`src/hdl/pdl_pkg.sv`:
```
package pdl_pkg;
	localparam int CODE_W       = 12;
	localparam int PORT_W       = 3;
	localparam int TOP_BIT      = 11;
	// strobe timing: least low width of the chip select
	localparam int CS_MIN_NS    = 40;
	localparam int CLK_PERIOD_NS = 5;
	localparam int CS_LOW_CYC   = (CS_MIN_NS + CLK_PERIOD_NS - 1) / CLK_PERIOD_NS;
	localparam int SETUP_CYC    = 1;
	localparam int WAIT_CYC     = 1;
	localparam logic [CODE_W-1:0] CODE_RESET = 12'h000;
	localparam logic [CODE_W-1:0] CODE_MID   = 12'h800;
	localparam logic [PORT_W-1:0] PORT_RESET = 3'h0;

	// one write request from the user side
	typedef struct packed {
		logic [CODE_W-1:0] code;
		logic              twos;
	} pdl_req_t;

	// pins driven toward the converter
	typedef struct packed {
		logic [CODE_W-1:0] parallel_code_bits;
		logic              chip_select_n;
	} pdl_pins_t;

	typedef enum logic [2:0] {
		ST_IDLE  = 3'b000,
		ST_SETUP = 3'b001,
		ST_LOW   = 3'b010,
		ST_WAIT  = 3'b011,
		ST_HOLD  = 3'b100
	} pdl_state_t;
endpackage

```
`src/hdl/pdl_host.sv`:
```
// Notes on behaviour
// converter keeps one twelve-bit register per strobe
// converter captures data as chip select rises
// open converter inputs read as zero
// bits are positive-true binary weights
// unipolar: straight binary codes
// bipolar: offset binary, 800 is zero
// twos complement input: invert bit eleven
// chip select is decode OR write enable
// three port lines select among eight ports
// strobes gated with decode give acknowledge
// io space select enables the port decoder
// wait flip-flop holds acknowledge, stretches strobe
// flip-flop set on clock edge ends cycle
// converter holds last code between strobes
`timescale 1ns/1ps
`default_nettype none
module pdl_host
	import pdl_pkg::*;
#(
	parameter int               CODE_W   = pdl_pkg::CODE_W,
	parameter logic [2:0]       OWN_PORT = 3'h3
) (
	// clock and reset
	input  wire logic              core_clk,
	input  wire logic              reset_n,
	// user request side
	input  wire logic              req_valid,
	input  wire pdl_pkg::pdl_req_t req,
	output logic                   req_ready,
	output logic                   done,
	// converter pins
	output pdl_pkg::pdl_pins_t     pins,
	output logic [2:0]             port_select_lines,
	output logic                   io_space_select_n,
	output logic                   write_enable_n,
	output logic                   upper_byte_strobe_n,
	output logic                   lower_byte_strobe_n,
	output logic                   transfer_acknowledge_n,
	output logic                   data_memory_acknowledge
);
	import pdl_pkg::*;

	initial begin
		if (CODE_W != pdl_pkg::CODE_W) $error("code width fixed at twelve");
	end

	pdl_state_t        state;
	pdl_state_t        next_state;
	logic [3:0]        cnt;
	logic [CODE_W-1:0] code;
	logic              decoded_n;
	logic              cs_n;
	logic              wait_q;

	// convert a requested value into the bit pattern on the pins
	function automatic logic [CODE_W-1:0] to_pins(input pdl_req_t r);
		logic [CODE_W-1:0] v;
		v = r.code;
		// positive-true weights, twos complement needs top bit flipped
		if (r.twos) v[TOP_BIT] = ~v[TOP_BIT];
		return v;
	endfunction

	// next state: setup, strobe low for the minimum, one wait, release
	always_comb begin
		next_state = state;
		case (state)
			ST_IDLE:  if (req_valid) next_state = ST_SETUP;
			ST_SETUP: if (cnt == 4'(SETUP_CYC - 1)) next_state = ST_LOW;
			ST_LOW:   if (cnt == 4'(CS_LOW_CYC - 1)) next_state = ST_WAIT;
			ST_WAIT:  if (wait_q) next_state = ST_HOLD;
			ST_HOLD:  next_state = ST_IDLE;
			default:  next_state = ST_IDLE;
		endcase
	end

	// state register
	always_ff @(posedge core_clk) begin
		if (!reset_n) state <= ST_IDLE;
		else state <= next_state;
	end

	// phase counter, cleared on every state change
	always_ff @(posedge core_clk) begin
		if (!reset_n || next_state != state) cnt <= 4'h0;
		else cnt <= cnt + 4'h1;
	end

	// data held from setup through hold so the rising edge sees it stable
	always_ff @(posedge core_clk) begin
		if (!reset_n) code <= CODE_RESET;
		else if (state == ST_IDLE && req_valid) code <= to_pins(req);
	end

	// wait flip-flop: set on the clock edge after the strobe is stretched
	always_ff @(posedge core_clk) begin
		if (!reset_n) wait_q <= 1'b0;
		else wait_q <= (state == ST_WAIT) && !wait_q;
	end

	// write enable low for the low phase plus the first wait cycle only;
	// holding it through the acknowledge cycle would add a second wait
	always_ff @(posedge core_clk) begin
		if (!reset_n) write_enable_n <= 1'b1;
		else write_enable_n <= !(next_state == ST_LOW ||
			(next_state == ST_WAIT && state != ST_WAIT));
	end

	// address and space stay asserted for the whole access
	always_ff @(posedge core_clk) begin
		if (!reset_n) begin
			port_select_lines <= PORT_RESET;
			io_space_select_n <= 1'b1;
		end else begin
			port_select_lines <= OWN_PORT;
			io_space_select_n <= !(next_state != ST_IDLE);
		end
	end

	pdl_strobe_gate #(
		.PORT_W (3)
	) u_gate (
		.port_select_lines (port_select_lines),
		.own_port          (OWN_PORT),
		.io_space_select_n (io_space_select_n),
		.write_enable_n    (write_enable_n),
		.decoded_n         (decoded_n),
		.chip_select_n     (cs_n)
	);

	// byte strobes follow write enable; acknowledge is their gated form
	assign upper_byte_strobe_n     = write_enable_n;
	assign lower_byte_strobe_n     = write_enable_n;
	assign transfer_acknowledge_n  = decoded_n |
		(upper_byte_strobe_n & lower_byte_strobe_n);
	// held low while decoded until the wait flip-flop sets
	assign data_memory_acknowledge = decoded_n | wait_q;

	// one driver for the whole pin bundle: code bits above the strobe
	assign pins                    = {code, cs_n};
	assign req_ready               = (state == ST_IDLE);
	assign done                    = (state == ST_HOLD);
endmodule
`default_nettype wire

```
`src/hdl/pdl_strobe_gate.sv`:
```
`timescale 1ns/1ps
`default_nettype none
// decode and chip-select glue, purely combinational
module pdl_strobe_gate #(
	parameter int PORT_W = 3
) (
	// decode inputs
	input  wire logic [PORT_W-1:0] port_select_lines,
	input  wire logic [PORT_W-1:0] own_port,
	input  wire logic              io_space_select_n,
	input  wire logic              write_enable_n,
	// glue outputs
	output logic                   decoded_n,
	output logic                   chip_select_n
);
	initial begin
		if (PORT_W < 1) $error("port width must be at least 1");
	end

	// io space enables the decoder, low-true hit
	assign decoded_n     = io_space_select_n |
		(port_select_lines != own_port);
	// low only when address hit and write both low
	assign chip_select_n = decoded_n | write_enable_n;
endmodule
`default_nettype wire

```
`config.mk`:
```
export PLATFORM = sky130hd
export DESIGN_NAME = pdl_host
export DESIGN_NICKNAME = d
export VERILOG_FILES = /design/src/hdl/pdl_pkg.sv /design/src/hdl/pdl_host.sv /design/src/hdl/pdl_strobe_gate.sv
export SDC_FILE = /design/constraint.sdc
export NUM_CORES = 1
export LEC_CHECK = 0
export BUFFER_PORTS_ARGS = -buffer_cell sky130_fd_sc_hd__buf_2
export CORE_UTILIZATION = 45
export CTS_BUF_LIST = sky130_fd_sc_hd__clkbuf_16
export CTS_CLUSTER_SIZE = 24
export DETAILED_ROUTE_END_ITERATION = 12
export PLACE_DENSITY = 0.75
export SLEW_MARGIN = 10
export SYNTH_ARGS = -nofsm -noshare
export SYNTH_HDL_FRONTEND = slang
export SYNTH_SLANG_ARGS = --single-unit
export TNS_END_PERCENT = 10
```
`constraint.sdc`:
```
create_clock -name core_clk -period 1.9 [get_ports core_clk]
set_input_delay 0.475 -clock core_clk [delete_from_list [all_inputs] [get_ports core_clk]]
set_output_delay 0.475 -clock core_clk [all_outputs]
set_load 0.05 [all_outputs]
```
== After elaboration in Yosys (flattened, before gate mapping) ==
Index checks and enable logic that the tools add are counted.

* Multiplexer cells: 7
* Equal/unequal tests: 10
* Bitwise gates (word level): 4
* Divide/modulo/power cells: 0
* Shift operators: 0
* Add/sub/neg operators: 1
* Multipliers: 0
* Reductions and logical operators: 12
* Magnitude comparators: 0

{| class="wikitable"
|+ Operators by type and width
! cell !! number
|-
| 3-bit by 2-bit == test with 1-bit output, second input constant || 4
|-
| 3-bit 2-to-1 mux || 4
|-
| 3-bit case mux with 4 select lines || 1
|-
| 3-bit by 2-bit inequality test with 1-bit output, second input constant || 2
|-
| 4-bit by 1-bit adder with 4-bit output, second input constant || 1
|-
| 4-bit by 3-bit == test with 1-bit output, second input constant || 1
|-
| 1-bit zero test || 4
|-
| 4-bit zero test || 1
|-
| 3-bit by 1-bit == test with 1-bit output, second input constant || 1
|-
| 3-bit == test, second input constant || 1
|-
| 1-bit logical AND || 3
|-
| 3-bit zero test || 1
|-
| 3-bit inequality test || 1
|-
| 1-bit OR || 3
|-
| 3-bit nonzero test || 1
|-
| 1-bit logical OR || 2
|-
| 2-bit 2-to-1 mux || 1
|-
| 1-bit 2-to-1 mux || 1
|-
| 1-bit inverter || 1
|}

* Input bits: 16
* Logic and storage cells: 41
* ROM bits: 0
* RAM bits: 0
* Memories: 0
* Output and inout bits: 24
* Bits in registers: 25
* Latch bits: 0

== Logic depth before layout (Yosys ltp) ==
* Depth after elaboration: 7
* Depth in mapped cells: 5
* Mapped depth without buffers: 5

== Modules after synthesis ==
From an unflattened synthesis, not the netlist that was laid out.

* Cells, all modules: 117
* Area total of the unflattened synthesis: 1,034.7 um^2

{| class="wikitable"
|+ Modules (own cells, without submodules)
! module !! sequential area each (um^2) !! times used !! cells an instance !! area each (um^2)
|-
| pdl_host || 460.4 || 1 || 111 || 989.7
|-
| pdl_strobe_gate || 0.0 || 1 || 6 || 45.0
|}

== Least setup slack after synthesis ==
No wires, ideal clock.

* Path kind: register -> output
* Start point: reg port_select_lines[0]
* End point: out pins[0] (netlist name)
* Path buffers: 1
* Required time: 1.425 ns
* Setup slack: -0.151 ns
* Stages on the path, launching flop included: 3
* Arrival time: 1.576 ns
* Cell sequence: dfxtp_1 nand3_1 buf_4

* Longest elaborated chain between the ends: 3

{| class="wikitable"
|+ Ends and longest elaborated chain
! item !! RTL line !! source
|-
| start: declaration || pdl_host.sv:34 || <nowiki>output logic [2:0] port_select_lines,</nowiki>
|-
| start signal: assignment || pdl_host.sv:113 || <nowiki>port_select_lines <= PORT_RESET;</nowiki>
|-
| start signal: assignment || pdl_host.sv:116 || <nowiki>port_select_lines <= OWN_PORT;</nowiki>
|-
| 3-bit by 2-bit inequality test with 1-bit output || pdl_strobe_gate.sv:22 || <nowiki>(port_select_lines != own_port);</nowiki>
|-
| 1-bit OR || pdl_strobe_gate.sv:21 || <nowiki>assign decoded_n = io_space_select_n |</nowiki>
|-
| 1-bit OR || - ||
|-
| end: declaration || pdl_host.sv:33 || <nowiki>output pdl_pkg::pdl_pins_t pins,</nowiki>
|}

Every way passes these cells.

== Final worst setup path ==
* Start point: reg state[0]
* End point: out done

* Longest elaborated chain between the ends: 1

{| class="wikitable"
|+ Ends and longest elaborated chain
! item !! RTL line !! source
|-
| start: declaration || pdl_host.sv:48 || <nowiki>pdl_state_t state;</nowiki>
|-
| start signal: assignment || pdl_host.sv:81 || <nowiki>else state <= next_state;</nowiki>
|-
| 3-bit == test || pdl_host.sv:143 || <nowiki>assign done = (state == ST_HOLD);</nowiki>
|-
| end: declaration || pdl_host.sv:31 || <nowiki>output logic done,</nowiki>
|}

Every way passes these cells.

==> summary.txt <==
Status
  – Status: complete, no violations

Die
  – IO Count: 40
  – Starting Density: 0.499
  – Die Wd: approximately 50 um
  – Rows: 16
  – Die Height: between 40 and 50 um
  – Die area: between 2000 and 2500 um2
  – Core Region: approximately 2100 um2

GRT
  – GRT Total Usage: 0.168
  – Remaining global-route overflow: 0
  – Met1 Use GR: 0.215
  – GR Util met2: 0.270
  – Largest net degree at the start of global routing: 16
  – Grt peak-use layer: met2
  – Vias in the first global route: between 700 and 800
  – Initial antenna violation count: 0
  – Met3 Resource Use GR: 0.0278
  – First-pass GRT wire length: between 3000 and 4000 um

Detailed routing
  – DR vias: approximately 850
  – WL final: around 1900 um
  – Post-route DRC: 0
  – Routed WL per cell: approximately 11 um
  – Vias per cell: around 5
  – DR pass1 iterations: 4
  – Detail Route Antenna Nets: 0
  – Drt initial violations: 15

Synth
  – Ys Warns: 0
  – Register area share after synthesis: 0.447
  – Cell area after synthesis: 1030 um2
  – Synthesis-stage register bit count: 23
  – Synth unique cells: 32
  – Post-Syn Instances: 112
  – Post-Syn Nets: 130
  – Average size of a mapped cell: around 9.2 um2

Clock network
  – Number of hold buffers added after cts: 0
  – Setup bufs post-CTS: 0
  – Latest clock arrival within the worst-skew pair: between 0.2 and 0.3 ns
  – TritonCTS Buffers: 3
  – Clock transition at path regs: approximately 0.060 ns
  – CTS tree: built
  – # resized after CTS: 0
  – Clk root buf: clkbuf_16
  – CTS H-Tree Depth: 1
  – Sink Count: 23
  – Maximum clock path buffer count: 2

Pwr
  – Max IR drop VDD: between 0.7 and 0.8 mV
  – Design Power: between 1 and 1.5 mW
  – Total leakage power: a little under 0.6 nW
  – Power per Cell Area: between 1000 and 1500 nW/um2

Timing
  – Fin. max-slew vios: 0
  – Setup TNS: 0 ns
  – Final setup margin: between 0.09 and 0.1 ns
  – Max Fclk: approximately 0.55 GHz
  – Setup Viol. Count Final: 0
  – Slew margin rel.: 0.567
  – Final Hold Viols: 0
  – Final Critical Period: about 1.8 ns
  – RSZ-0062 raised after global routing: no
  – Final period utilization: 0.951
  – Final hold slack: roughly 0.45 ns
  – Slew @ Worst Pin: 0.646 ns
  – Final Skew: 0.00178 ns

Placement
  – PortBufs: 38
  – Routability cong.: about 0.79
  – Place WS: around 0.30 ns
  – Post-DP HPWL: 1350 um

Layout
  – # diodes: 0
  – Share of cells above drive strength 1: 0.333
  – Post-layout util: 0.616
  – Final #Nets: between 150 and 200
  – Layout overhead on the synthesized area: 23.3%

Worst setup path
  – Critical Path Source Type: register
  – Critical Path AT: 1.33 ns
  – Largest delay share family, worst path: flip-flops
  – Worst path bufs/invs: 1
  – Kind of critical path: register to output pin
  – Worst path max stage delay: around 0.56 ns
  – Slowest CP cell: dfxtp_1
  – Worst r2r src: cnt[0]
  – Critical-path cell list: nor2_1 -> and2_1 -> buf_2
  – CP Capture Type: output pin
  – Worst setup startpoint: state[0]
  – WP data required: 1.42 ns
  – Maximum fanout along the worst path: 11

Worst hold path
  – Worst hold path type: register to register
  – Hold_sp: code[2]

Job
  – Max-cap violations: 0
## per-layer routing
metal	share of wire	vias up
li1	-	435
met1	0.49	385
met2	0.45	28
met3	0.046	5
met4	0.019	0
met5	0	-
## synthesized netlist by cell type
| cell | n | area (um2) |
|---|---|---|
| buf_6 | 1 | 11.3 |
| and2_1 | 1 | 6.26 |
| a21boi_1 | 10 | 75.1 |
| conb_1 | 1 | 3.75 |
| nand2b_1 | 1 | 6.26 |
| ha_1 | 2 | 25.0 |
| dfxtp_1 | 23 | 460 |
| nand3_1 | 4 | 20.0 |
| o21a_1 | 1 | 7.51 |
| nand2_1 | 24 | 90.1 |
| clkbuf_1 | 1 | 3.75 |
| a21o_1 | 1 | 7.51 |
| xor2_1 | 1 | 8.76 |
| nor3_1 | 5 | 25.0 |
| or4b_4 | 1 | 13.8 |
| inv_1 | 7 | 26.3 |
| nor2b_1 | 2 | 12.5 |
| o21ai_0 | 1 | 5.00 |
| and4_1 | 1 | 8.76 |
| nor2_1 | 2 | 7.51 |
| xnor2_1 | 2 | 17.5 |
| o211a_1 | 1 | 10.0 |
| nor4bb_1 | 1 | 10.0 |
| o2bb2ai_1 | 1 | 8.76 |
| o31a_1 | 1 | 8.76 |
| o311ai_1 | 1 | 8.76 |
| buf_4 | 6 | 45.0 |
| or3b_4 | 1 | 11.3 |
| nor4b_4 | 2 | 47.6 |
| nor4_1 | 2 | 12.5 |
| buf_2 | 2 | 10.0 |
| a21boi_0 | 2 | 15.0 |
## stage by stage
stage	instance area (um2)	instances
global placement	1190	167
floorplan	1030	112
global route	1270	171
finish	1270	171
CTS	1270	171
detailed placement	1190	167
## cell usage in the layout (no fill, tap or decap), drive strengths merged
| cell type | count |
|---|---|
| o21a | 1 |
| buf | 38 |
| or4b | 1 |
| o31a | 1 |
| clkinv | 1 |
| o2bb2ai | 1 |
| and2 | 1 |
| ha | 2 |
| nor4b | 2 |
| nor4bb | 1 |
| a21o | 1 |
| a21boi | 12 |
| conb | 1 |
| nor3 | 5 |
| or3b | 1 |
| and4 | 1 |
| clkbuf | 3 |
| inv | 7 |
| o21ai | 1 |
| xor2 | 1 |
| nand2b | 1 |
| nand3 | 4 |
| nor4 | 2 |
| o211a | 1 |
| nor2b | 2 |
| o311ai | 1 |
| xnor2 | 2 |
| nand2 | 24 |
| dfxtp | 23 |
| nor2 | 2 |
## layout make-up
class                      count  area, um2
timing repair buffer          38        190
multi-input combinational     72        478
fill                         199        792
sequential                    23        462
inverter                       7       26.3
tap                           27       33.8
clock buffer                   3       75.1
clock inverter                 1       5.00
## power breakdown
group | total (mW) | leakage (nW) | internal, mW | switching, mW
clock network | 0.448 | 0.0409 | 0.283 | 0.166
logic | 0.345 | 0.353 | 0.106 | 0.239
registers | 0.563 | 0.189 | 0.523 | 0.0393
## worst register-to-register path, stage by stage (launching register included)
cell and delay (ns):
dfxtp_1 0.34, inv_1 0.07, ha_1 0.14, or3b_4 0.39, nor4b_4 0.36, o21ai_0 0.14
## registers in the layout, indices dropped and copies added, names as in the netlist
register             count
state                    3
io_space_select_n        1
lower_byte_strobe_n      1
code                    12
cnt                      4
port_select_lines        1
wait_q                   1
## final timing paths
| kind | endpoint | slack (ns) | cells after the start |
|---|---|---|---|
| min reg2reg | code[2] | 0.45 | 2 |
| min | code[2] | 0.45 | 2 |
| max reg2reg | lower_byte_strobe_n | 0.34 | 5 |
| max | done | 0.09 | 3 |
## kinds of logic after synthesis
kind of cell / count (synthesis) / synth area share
other: 1 / 0.00364
AO/OA/AOI/OAI: 19 / 0.142
buffers and inverters: 17 / 0.0936
flip-flops: 23 / 0.447
XOR/XNOR: 3 / 0.0255
AND/OR/NAND/NOR: 47 / 0.264
adder cells (fa/ha/maj): 2 / 0.0243
Note: power is estimated with default switching activity, not from simulation.
